==> config.mk <==
export PLATFORM = sky130hd
export DESIGN_NAME = rsc_top
export DESIGN_NICKNAME = d
export VERILOG_FILES = /design/src/rsc_pkg.sv /design/src/rsc_top.sv
export SDC_FILE = /design/constraint.sdc
export NUM_CORES = 1
export LEC_CHECK = 0
export BUFFER_PORTS_ARGS = -buffer_cell sky130_fd_sc_hd__buf_4
export CAP_MARGIN = 20
export CORE_ASPECT_RATIO = 0.7
export CORE_UTILIZATION = 60
export DETAILED_ROUTE_END_ITERATION = 8
export PLACE_DENSITY_LB_ADDON = 0.25
export SYNTH_ARGS = -nofsm -noshare
export SYNTH_HDL_FRONTEND = slang
export SYNTH_SLANG_ARGS = --single-unit
==> constraint.sdc <==
create_clock -name sys_clk_i -period 5.2 [get_ports sys_clk_i]
set_input_delay 1.56 -clock sys_clk_i [delete_from_list [all_inputs] [get_ports sys_clk_i]]
set_output_delay 1.56 -clock sys_clk_i [all_outputs]
set_load 0.05 [all_outputs]
==> src/rsc_pkg.sv <==
/*
  Constants of the resizer source control block: register offsets, field
  positions, reset values, the run state encoding and the line limit.
  Assumes a byte-addressed Avalon-MM slave with 32-bit data.
*/
package rsc_pkg;

  // ==========================================================================
  // Bus geometry
  // ==========================================================================
  localparam int          RSC_ADDR_W = 9;
  localparam int          RSC_DATA_W = 32;
  localparam int          RSC_BE_W   = 4;

  // ==========================================================================
  // Register offsets
  // ==========================================================================
  localparam logic [8:0]  RSC_OFS_START_CTRL   = 9'h004;
  localparam logic [8:0]  RSC_OFS_RUN_MODE     = 9'h008;
  localparam logic [8:0]  RSC_OFS_FMT_SELECT   = 9'h00c;
  localparam logic [8:0]  RSC_OFS_C_LINE_OFS   = 9'h16c;
  localparam logic [8:0]  RSC_OFS_C_START_PTR  = 9'h170;
  localparam logic [8:0]  RSC_OFS_C_END_PTR    = 9'h174;

  // ==========================================================================
  // Field positions
  // ==========================================================================
  localparam int          RSC_BIT_START        = 0;
  localparam int          RSC_BIT_SINGLE_RUN   = 0;
  localparam int          RSC_BIT_WR_QUAL      = 1;
  localparam int          RSC_BIT_SRC_SEL      = 0;
  localparam int          RSC_BIT_PASS_THRU    = 1;

  // ==========================================================================
  // Reset values
  // ==========================================================================
  localparam logic [31:0] RSC_RST_REG          = 32'h0000_0000;
  localparam logic [31:0] RSC_ZERO_WORD        = 32'h0000_0000;

  // ==========================================================================
  // Pass-through line limit
  // ==========================================================================
  localparam int          RSC_MAX_RAW_LINE     = 8190;
  localparam int          RSC_PIX_CNT_W        = 13;

  // ==========================================================================
  // Run states
  // ==========================================================================
  typedef enum logic [1:0] {
    RSC_IDLE     = 2'b00,
    RSC_WAIT_VS  = 2'b01,
    RSC_RUN      = 2'b10
  } rsc_run_t;

endpackage : rsc_pkg

==> src/rsc_top.sv <==
/*
  Resizer source control: start flag, run mode, write qualifier, source and
  pass-through selection, channel B chroma memory registers, and the pixel
  gate that follows them.
  Assumes all inputs synchronous to sys_clk_i and an Avalon-MM master that
  holds each request until waitrequest is seen low.
  Assumes the downstream datapath supplies area_end_i and line_start_i, and
  that software applies the fixed pass-through setup of the scaler channels
  before it sets the pass-through bit; this block checks neither that setup
  nor the reserved bits that software must write as zero.
*/
// Local design decision: the Avalon-MM slave port.
// How it works
// - Start waits for next vertical sync rise
// - Single run clears start flag at end
// - Mode bit 0: free run or single
// - Mode bit 1 enables upstream write qualifier
// - Pass-through skips processing, lines up to 8190
// - Chroma registers at 16Ch, 170h, 174h
// - Format bit 0 selects pipe or interface
`timescale 1ns/100ps

module rsc_top
  import rsc_pkg::*;
#(
  parameter int PIX_W = 16
) (
  input  wire logic                  sys_clk_i,          // System clock, 125 MHz
  input  wire logic                  resetn_i,           // Async reset, active low
  input  wire logic [RSC_ADDR_W-1:0] avs_address_i,      // Byte address
  input  wire logic                  avs_read_i,         // Read request
  input  wire logic                  avs_write_i,        // Write request
  input  wire logic [RSC_DATA_W-1:0] avs_writedata_i,    // Write data
  input  wire logic [RSC_BE_W-1:0]   avs_byteenable_i,   // Byte lanes
  output logic      [RSC_DATA_W-1:0] avs_readdata_o,     // Read data
  output logic                       avs_waitrequest_o,  // Slave stall
  input  wire logic                  vertical_sync_i,    // Vertical sync pulse
  input  wire logic                  line_start_i,       // First pixel of a line
  input  wire logic                  area_end_i,         // End of processing area
  input  wire logic [PIX_W-1:0]      pipe_data_i,        // Image pipe pixel
  input  wire logic                  pipe_valid_i,       // Image pipe pixel valid
  input  wire logic [PIX_W-1:0]      pif_data_i,         // Pipe interface pixel
  input  wire logic                  pif_valid_i,        // Pipe interface pixel valid
  input  wire logic                  upstream_wen_i,     // Upstream write enable
  output logic      [PIX_W-1:0]      pix_data_o,         // Selected pixel
  output logic                       pix_valid_o,        // Selected pixel valid
  output logic                       pass_thru_o,        // Processing skipped
  output logic                       running_o,          // Processing active
  output logic                       area_done_o         // Area finished, pulse
);

  // ==========================================================================
  // State
  // ==========================================================================
  typedef struct packed {
    logic                     waitreq;
    logic [RSC_DATA_W-1:0]    rdata;
    logic                     start_flag;
    logic                     single_run;
    logic                     wr_qual;
    logic                     src_sel;
    logic                     pass_thru;
    logic [RSC_DATA_W-1:0]    c_line_ofs;
    logic [RSC_DATA_W-1:0]    c_start_ptr;
    logic [RSC_DATA_W-1:0]    c_end_ptr;
    logic                     vs_prev;
    rsc_run_t                 run;
    logic                     running;
    logic [RSC_PIX_CNT_W-1:0] pix_cnt;
    logic [PIX_W-1:0]         pix_data;
    logic                     pix_valid;
    logic                     area_done;
  } rsc_state_t;

  localparam logic [RSC_PIX_CNT_W-1:0] PIX_LIMIT = RSC_PIX_CNT_W'(RSC_MAX_RAW_LINE);
  localparam logic [RSC_PIX_CNT_W-1:0] PIX_ONE   = RSC_PIX_CNT_W'(1);
  localparam int                       BYTE_W    = 8;

  // Reset image of the whole state; the bus idles stalled
  localparam rsc_state_t ST_RESET = '{
    waitreq:     1'b1,
    rdata:       RSC_RST_REG,
    start_flag:  1'b0,
    single_run:  1'b0,
    wr_qual:     1'b0,
    src_sel:     1'b0,
    pass_thru:   1'b0,
    c_line_ofs:  RSC_RST_REG,
    c_start_ptr: RSC_RST_REG,
    c_end_ptr:   RSC_RST_REG,
    vs_prev:     1'b0,
    run:         RSC_IDLE,
    running:     1'b0,
    pix_cnt:     '0,
    pix_data:    '0,
    pix_valid:   1'b0,
    area_done:   1'b0
  };

  rsc_state_t st;
  rsc_state_t next_st;

  // ==========================================================================
  // Byte-lane merge of a write into a stored word
  // ==========================================================================
  function automatic logic [RSC_DATA_W-1:0] rsc_merge(
    input logic [RSC_DATA_W-1:0] old_w,
    input logic [RSC_DATA_W-1:0] new_w,
    input logic [RSC_BE_W-1:0]   be
  );
    logic [RSC_DATA_W-1:0] res;
    res = old_w;
    for (int i = 0; i < RSC_BE_W; i++) begin
      if (be[i]) begin
        res[i*BYTE_W +: BYTE_W] = new_w[i*BYTE_W +: BYTE_W];
      end
    end
    return res;
  endfunction : rsc_merge

  // ==========================================================================
  // Next state
  // ==========================================================================
  logic                  bus_req;
  logic                  wr_now;
  logic                  vs_rise;
  logic                  lane0;
  logic [RSC_DATA_W-1:0] rd_mux;
  logic                  sel_valid;
  logic [PIX_W-1:0]      sel_data;
  logic                  qual_ok;
  logic                  sw_start_wr;
  logic                  line_room;
  logic                  pix_take;

  always_comb begin
    next_st     = st;

    // ========================================================================
    // Decoded strobes
    // ========================================================================
    bus_req     = avs_read_i | avs_write_i;
    wr_now      = avs_write_i & ~st.waitreq;
    lane0       = avs_byteenable_i[0];
    // vs_prev resets low like an idle pin: no false rise after reset
    vs_rise     = vertical_sync_i & ~st.vs_prev;
    sw_start_wr = wr_now & lane0 & (avs_address_i == RSC_OFS_START_CTRL);

    // ========================================================================
    // Register read
    // ========================================================================
    // Unmapped addresses and reserved bits read zero
    rd_mux = RSC_ZERO_WORD;
    case (avs_address_i)
      RSC_OFS_START_CTRL:  rd_mux[RSC_BIT_START]      = st.start_flag;
      RSC_OFS_RUN_MODE: begin
        rd_mux[RSC_BIT_SINGLE_RUN] = st.single_run;
        rd_mux[RSC_BIT_WR_QUAL]    = st.wr_qual;
      end
      RSC_OFS_FMT_SELECT: begin
        rd_mux[RSC_BIT_SRC_SEL]    = st.src_sel;
        rd_mux[RSC_BIT_PASS_THRU]  = st.pass_thru;
      end
      RSC_OFS_C_LINE_OFS:  rd_mux = st.c_line_ofs;
      RSC_OFS_C_START_PTR: rd_mux = st.c_start_ptr;
      RSC_OFS_C_END_PTR:   rd_mux = st.c_end_ptr;
      default:             rd_mux = RSC_ZERO_WORD;
    endcase

    // ========================================================================
    // Bus handshake
    // ========================================================================
    // One stall cycle, then the answer; read data is captured in the stall
    // so that it stands at the edge where waitrequest is seen low
    if (bus_req && st.waitreq) begin
      next_st.waitreq = 1'b0;
      next_st.rdata   = rd_mux;
    end else begin
      next_st.waitreq = 1'b1;
    end

    // ========================================================================
    // Register write
    // ========================================================================
    // Control bits live in lane 0 only; the chroma words merge per lane
    if (wr_now) begin
      case (avs_address_i)
        RSC_OFS_RUN_MODE: begin
          if (lane0) begin
            next_st.single_run = avs_writedata_i[RSC_BIT_SINGLE_RUN];
            next_st.wr_qual    = avs_writedata_i[RSC_BIT_WR_QUAL];
          end
        end
        RSC_OFS_FMT_SELECT: begin
          if (lane0) begin
            next_st.src_sel    = avs_writedata_i[RSC_BIT_SRC_SEL];
            next_st.pass_thru  = avs_writedata_i[RSC_BIT_PASS_THRU];
          end
        end
        RSC_OFS_C_LINE_OFS:
          next_st.c_line_ofs  = rsc_merge(st.c_line_ofs, avs_writedata_i, avs_byteenable_i);
        RSC_OFS_C_START_PTR:
          next_st.c_start_ptr = rsc_merge(st.c_start_ptr, avs_writedata_i, avs_byteenable_i);
        RSC_OFS_C_END_PTR:
          next_st.c_end_ptr   = rsc_merge(st.c_end_ptr, avs_writedata_i, avs_byteenable_i);
        default: begin
        end
      endcase
    end

    // ========================================================================
    // Run control
    // ========================================================================
    next_st.vs_prev   = vertical_sync_i;
    next_st.area_done = 1'b0;
    case (st.run)
      RSC_IDLE: begin
        if (st.start_flag) begin
          next_st.run = RSC_WAIT_VS;
        end
      end
      RSC_WAIT_VS: begin
        if (!st.start_flag) begin
          next_st.run = RSC_IDLE;
        end else if (vs_rise) begin
          next_st.run = RSC_RUN;
        end
      end
      RSC_RUN: begin
        if (area_end_i) begin
          next_st.area_done = 1'b1;
          if (st.single_run) begin
            next_st.start_flag = 1'b0;
            next_st.run        = RSC_IDLE;
          end else if (!st.start_flag) begin
            next_st.run        = RSC_IDLE;
          end else begin
            next_st.run        = RSC_WAIT_VS;
          end
        end
      end
      default: next_st.run = RSC_IDLE;
    endcase

    // Registered copy of the run state drives running_o
    next_st.running = (next_st.run == RSC_RUN);

    // A software write to the start flag overrides the automatic clear,
    // so a restart written in the last cycle of a run is not lost
    if (sw_start_wr) begin
      next_st.start_flag = avs_writedata_i[RSC_BIT_START];
    end

    // ========================================================================
    // Pixel gate
    // ========================================================================
    // Source select, write qualifier, pass-through line limit
    sel_data  = st.src_sel ? pif_data_i  : pipe_data_i;
    sel_valid = st.src_sel ? pif_valid_i : pipe_valid_i;
    qual_ok   = ~st.wr_qual | upstream_wen_i;
    if (line_start_i) begin
      next_st.pix_cnt = RSC_PIX_CNT_W'(0);
    end
    next_st.pix_valid = 1'b0;
    line_room = ~st.pass_thru | line_start_i | (st.pix_cnt < PIX_LIMIT);
    pix_take  = st.running & sel_valid & qual_ok;
    if (pix_take) begin
      if (line_room) begin
        next_st.pix_valid = 1'b1;
        next_st.pix_data  = sel_data;
        next_st.pix_cnt   = (line_start_i ? RSC_PIX_CNT_W'(0) : st.pix_cnt) + PIX_ONE;
      end
    end
  end

  // ==========================================================================
  // Registers
  // ==========================================================================
  always_ff @(posedge sys_clk_i or negedge resetn_i) begin
    if (!resetn_i) begin
      // Whole state image in one step, constants only
      st <= ST_RESET;
    end else begin
      st <= next_st;
    end
  end

  // ==========================================================================
  // Outputs
  // ==========================================================================
  assign avs_readdata_o    = st.rdata;
  assign avs_waitrequest_o = st.waitreq;
  assign pix_data_o        = st.pix_data;
  assign pix_valid_o       = st.pix_valid;
  assign pass_thru_o       = st.pass_thru;
  assign running_o         = st.running;
  assign area_done_o       = st.area_done;

endmodule : rsc_top

==> metrics.txt, run 1 <==
worst r2r src=st[132]$_DFFE_PN0P_; Starting Density=a little over 60%; H-tree level count=4; Cell Area, Placed=8690 um^2; die extent in x=139 um; drt total wl=17400 um; vias in the first global route=5530; Pins Over Slew Limit=0; Remaining DRCs=7; leakage power total=about 4.6 nW; fmax=about 300 MHz; Clk pwr share=45.3%; antenna violations before repair=0; run status=finished with violations; Tcrit/Tclk final=65.3%; Tmin final=around 3400 ps; Final Hold Fails=0; worst slew pin tran=approximately 1000 ps; Post-CTS Hold Fix Bufs=0; IO Pins=between 100 and 150; wire per inst=19.7 um; nets@finish=796; CP Launch Type=input port; switching power=0.000669 W; share of flip-flops with an asynchronous set or reset=100%; Hold Crit Depth=2; initial drt markers=351; Max-slew headroom=roughly 30%; Clock Path Buffers=2; clock-pin slew on the worst setup and hold paths=roughly 60 ps; row cnt=34; Sw Share=23.5%; Syn. warnings=0; P_int=0.00218 W; Skew-Pair Late Insertion Delay=about 420 ps; fin area=about 9300 um^2; Core ar.=12600 um^2; die area=13500 um^2; die height=approximately 98 um; RSZ-0062 raised after global routing=no; cts bufs inserted=17; Post-synth EDFFs=0; drt first pass iters=7; CP endpoint kind=flop; Gate power share=roughly 7.6%; DRT antenna net count=0; Tot GR Track Use=27.3%; CP Class=in2reg; synthesized area=7850 um^2; Max VDD drop=between 0.2 and 0.3 mV; first-pass GRT wire length=28400 um; final setup skew=8.65 ps; HP Class=reg2reg; pwr/cell area=306 nW/um^2; fraction of layout cells with a size suffix above 1=49.7%; post-route setup TNS=0 ps; failing checks=design-rule violations; post-CTS sizing=0; final setup fails=0; Layout area overhead=18.8%; FF-to-FF End=st[19]$_DFF_PN0_; Routability Congestion=roughly 0.84; DR vias/cell=5.94; Post-Syn Instances=just over 600; worst path arrival time=3720 ps; syn avg cell area=12.7 um^2; register area share after synthesis=53.9%; CP required=5530 ps; count of input and output buffers=139; hold_sp=avs_readdata_o[31]$_DFFE_PN0P_; post-DP HPWL=11400 um; n_diodes=0; Synth Register Bits=169; number of distinct library cells after synthesis=49; Worst Reg-to-Reg Cells=4; clk root buf=clkbuf_16; Worst Hold End=avs_readdata_o[31]$_DFFE_PN0P_; post-CTS setup buffer count=0; total gr overflow=0; clk sinks=approximately 170; Max Cap Viol=0; CP max FO=44; top_reg_cell synth=dfrtp_1; proportion of power drawn by flip-flops and latches=47.1%; largest net degree at the start of global routing=114; via count=5243; WHS=483 ps; syn nets=705; R2R setup slack=2100 ps; CTS tree=yes
-- kinds of logic (layout without fill, tap and decap cells) --
family | after synthesis | after routing | share of synthesized area, %
AO/OA/AOI/OAI | 78 | 78 | 6.57
XOR/XNOR | 2 | 2 | 0.223
adder cells (fa/ha/maj) | 1 | 1 | 0.159
buffers and inverters | 77 | 180 | 6.03
flip-flops | 169 | 169 | 53.9
multiplexers | 177 | 177 | 25.3
AND/OR/NAND/NOR | 113 | 113 | 7.81
-- power groups by stage --
stage / Clock (W) / Sequential (W) / Combinational, W
3_3_place_gp: 0 / 0.00137 / 0.000209
4_1_cts: 0.00131 / 0.00134 / 0.000216
3_5_place_dp: 0 / 0.00137 / 0.000216
2_1_floorplan: 0 / 0.00137 / 0.000108
5_1_grt: 0.00136 / 0.00134 / 0.000232
6_report: 0.00129 / 0.00134 / 0.000217
-- state kept, by name, indices dropped and copies added (netlist names) --
register           count
st                   116
avs_readdata_o        32
avs_waitrequest_o      1
pass_thru_o            1
pix_valid_o            1
pix_data_o            16
running_o              1
area_done_o            1
-- stage by stage --
| stage | util (%) | setup WS (ps) | cells | power [W] |
|---|---|---|---|---|
| global placement | 69.0 | 1540 | 850 | 0.00158 |
| global route | 74.0 | 1670 | 882 | 0.00294 |
| finish | 74.0 | 1810 | 882 | 0.00285 |
| floorplan | - | 1930 | 617 | 0.00148 |
| detailed placement | 69.0 | 1410 | 850 | 0.00158 |
| CTS | 73.8 | 1860 | 881 | 0.00287 |
-- worst max-delay path, cell delays in order --
cell      delay, ps
buf_4           500
nand3b_1        280
nor3_2          540
buf_4           460
a22oi_1         160
o21ai_0         190
-- routing by layer --
| layer | track usage [%] | share of wire (%) | up-vias | wire length [um] |
|---|---|---|---|---|
| li1 | - | - | 2368 | - |
| met1 | 36.8 | 45 | 2677 | 7770 |
| met2 | 45.3 | 49 | 171 | 8470 |
| met3 | 4.39 | 5.0 | 27 | 868 |
| met4 | 9.49 | 1.8 | 0 | 308 |
| met5 | 0 | 0 | - | 0 |
-- how the worst max path moves through the flow --
stage / start / to / slack, ps
2_1_floorplan: avs_address_i[1] / st[35]$_DFFE_PN0P_ / 1930
3_3_place_gp: avs_address_i[2] / st[125]$_DFFE_PN0P_ / 1540
3_5_place_dp: avs_address_i[2] / avs_readdata_o[8]$_DFFE_PN0P_ / 1410
4_1_cts: avs_address_i[2] / avs_readdata_o[27]$_DFFE_PN0P_ / 1860
5_1_grt: avs_address_i[2] / avs_readdata_o[8]$_DFFE_PN0P_ / 1670
6_report: avs_address_i[2] / avs_readdata_o[27]$_DFFE_PN0P_ / 1810
-- cells in the mapped netlist, types with 3 or more instances --
cell type	instances	area, um^2
clkbuf_1	20	75.1
nand2b_1	4	25.0
nand3b_2	3	33.8
nand3_1	8	40.0
dfrtp_1	168	4200
nor4_1	6	37.5
nand2_1	46	173
mux2_2	166	1870
mux2_1	5	56.3
buf_2	3	15.0
inv_1	4	15.0
buf_4	48	360
nand3_2	3	30.0
nor2_1	11	41.3
o21ai_0	31	155
and2_1	3	18.8
nand4_1	4	25.0
a22oi_1	30	225
nor2b_1	7	43.8
mux2i_1	6	60.1
nor3_1	4	20.0
-- layout by cell type (no fill, tap or decap), types with 2 or more instances in the layout --
master,synthesis,final
nand2b_1,4,4
nor3_2,0,2
nor2b_1,7,7
nand4_1,4,4
buf_4,48,143
a31o_2,2,2
and2_1,3,3
or2_2,2,2
nor4_1,6,6
nand2_1,46,46
mux2i_1,6,6
inv_6,0,4
clkinvlp_4,0,4
o41ai_1,2,2
nor4b_1,2,2
nand3b_1,2,2
nor2_1,11,10
dfrtp_1,168,168
nand3_2,3,3
nand3b_2,3,3
o311ai_0,2,2
mux2_2,166,166
o21ai_0,31,31
bufinv_16,0,3
a22oi_1,30,30
nand3_1,8,8
or4_1,2,2
nor3_1,4,2
inv_1,4,4
mux2_1,5,5
clkbuf_16,0,17
o22ai_1,2,2
-- area by class of cell --
class,instances,area [um^2]
Clock buffer,18,429
Clock inverter,13,169
Fill cell,826,3270
Inverter,4,15.0
Multi-Input combinational cell,371,3160
Sequential cell,169,4230
Tap cell,162,203
Timing Repair Buffer,145,1110
No activity file was read; power rests on OpenSTA's default activity.
==> run 2, diff against run 1 <==
Settings changed: ABC_AREA from default to 1, CORE_UTILIZATION 60 to 52.
Clock period 5.2 ns to 2.7 ns, I/O delays scaled along.
==> run 2 against run 1 <==
  * The run now ends clean
  * Total power is 100% higher
  * Die area is 27% higher
  * Core utilization is 12 points lower
  * Final cell count is 48% higher
  * Combinational power is 93% higher
  * Final area is 8.8% higher
  * Clock skew is 0.75 ps higher
  * Count of clock-buffer cells in the layout is 1 higher
  * Global-route usage is 2.9 points lower
  * Flip-flop and latch count stayed put
  * Non-clock buffer count is 12 higher
  * Critical path type is now reg2out
  * Largest cell class unchanged
==> metrics.txt, run 2 <==
wire per inst=15.1 um; Tot GR Track Use=24.4%; n_diodes=0; Layout area overhead=16.8%; commonest non-fill, non-tap cell in the layout=nand2_1; fraction of layout cells with a size suffix above 1=27.0%; pre-CTS setup slack=around 400 ps; nets@finish=1152; most numerous cell in the Yosys netlist=nand2_1; share of the synthesized area in the top cell type=between 40% and 50%; Pins Over Slew Limit=0; routed wl met2=between 8000 and 9000 um; fillers=1467; Core ar.=16300 um^2; final setup fails=0; row cnt=39; Simple-Gate Fraction of Synth Area=roughly a quarter; WP depth=1; number of distinct library cells after synthesis=38; Worst Reg-to-Reg Cells=9; Starting Density=53.3%; register area share after synthesis=48.7%; total gr overflow=0; WL met3=1010 um; fin area=10100 um^2; HP Class=in2async; final setup skew=9.41 ps; first-pass GRT wire length=32400 um; drt first pass iters=5; post-route setup TNS=0 ps; clock-pin slew on the worst setup and hold paths=60 ps; main combinational cell family by area after synthesis=simple AND/OR/NAND/NOR gates; CP max FO=3; CP required=1890 ps; top_reg_cell synth=dfrtp_1; routed length on met1=9490 um; Max-slew headroom=62.1%; adder-cell share of the synthesized area=0.144%; Cells after DPL=1270; Max Cap Viol=0; Reg with most FFs=st; Post-CTS Hold Fix Bufs=0; Post-Syn Instances=989; DR vias/cell=5.27; max layer used=met4; post-CTS setup buffer count=0; clk root buf=clkbuf_16; top cells by area, synth=dfrtp_1 (48%), nand2_1 (12%), nand4_1 (6.8%); share of flip-flops with an asynchronous set or reset=100%; DRT antenna net count=0; CP Class=reg2out; Remaining DRCs=0; pwr/cell area=564 nW/um^2; delay-heaviest family, CP=flip-flops; clk sinks=169; Routability Congestion=0.894; die extent in x=156 um; IO Pins=140; Buf+Inv Stages, Crit Path=1; CTS tree=yes; CP Launch Type=flop; Tcrit/Tclk final=73.3%; compound-gate portion of the synthesized area=between 9 and 10%; fmax=just over 500 MHz; cts bufs inserted=17; crit-path max cell delay=540 ps; Post-synth EDFFs=0; syn nets=1077; commonest non-fill, non-tap cells in the layout=nand2_1 (272), dfrtp_1 (168), buf_4 (152); CP endpoint kind=output port; post-DP HPWL=roughly 13000 um; Clock Path Buffers=2; synthesized area=8680 um^2; worst slew pin tran=~570 ps; final worst setup slack=720 ps; via count=6865; Syn. warnings=0; Layout Cells excl Fill=1302; die area=17200 um^2; WHS=352 ps; post-CTS sizing=0; max reg flops=116; Synth Register Bits=169; count of input and output buffers=~140; vias in the first global route=roughly 6300; xor/xnor share of the synthesized area=less than 1%; drt total wl=~20000 um; run status=finished clean; top post-synthesis cells by count=nand2_1 (272), dfrtp_1 (168), nand4_1 (94); RSZ-0062 raised after global routing=no; syn avg cell area=8.78 um^2; Skew-Pair Late Insertion Delay=440 ps; leakage power total=5.24 nW; Cell Area, Placed=approximately 9500 um^2; Slowest cell on crit path=dfstp_2; Tmin final=1980 ps; top cell type by total area after synthesis=dfrtp_1; worst path arrival time=1170 ps; largest net degree at the start of global routing=between 80 and 90; initial drt markers=550; multiplexer share of the synthesized area=between 1.5 and 2%; H-tree level count=4; critical-path cell list=buf_4; Final Hold Fails=0; Max VDD drop=0.276 mV; antenna violations before repair=0; die height=between 100 and 150 um
==> run 2: power by group <==
part / leakage [nW] / internal (W) / switching [W]
clock: 0.322 / 0.00170 / 0.00103
sequential: 2.34 / 0.00255 / 0.0000129
combinational: 2.58 / 0.000143 / 0.000275
total: 5.24 / 0.00440 / 0.00132
==> run 2: cell families after synthesis <==
group,count (synthesis)
fa+ha+maj,1
buf+inv,177
flops,169
mux,16
simple gates,490
xor+xnor,7
compound gates,129
==> run 2: area by class of cell <==
cell class	count	area [um^2]	share of cell area, %
repair buffers	157	1230	12.2
clock buffers	19	453	4.47
flip-flops and latches	169	4230	41.7
multi-input cells	643	3430	33.8
well taps	225	282	2.78
clock inverters	13	216	2.14
inverters	76	299	2.95
==> run 2: layer usage <==
layer,vias to the layer above,global-route usage (%)
met4,0,7.49
met2,192,37.5
li1,3389,-
met5,-,0
met3,18,3.75
met1,3266,35.7
==> run 2: final timing paths <==
path | startpoint | endpoint | slack [ps]
max reg2reg | st[18]$_DFF_PN0_ | st[26]$_DFF_PN0_ | 1020
min in group sys_clk_i | avs_readdata_o[3]$_DFFE_PN0P_ | avs_readdata_o[3]$_DFFE_PN0P_ | 480
max in group asynchronous | resetn_i | avs_readdata_o[0]$_DFFE_PN0P_ | 1700
min reg2reg | avs_readdata_o[3]$_DFFE_PN0P_ | avs_readdata_o[3]$_DFFE_PN0P_ | 480
min | resetn_i | pix_data_o[7]$_DFFE_PN0P_ | 350
max | avs_waitrequest_o$_DFF_PN1_ | avs_waitrequest_o | 720
==> run 2: metrics by stage <==
step	total power [W]	util, %
after detailed placement	0.00303	58.1
after global placement	0.00303	58.1
after CTS	0.00576	62.2
after floorplan	0.00280	-
after global routing	0.00589	62.2
final	0.00572	62.2
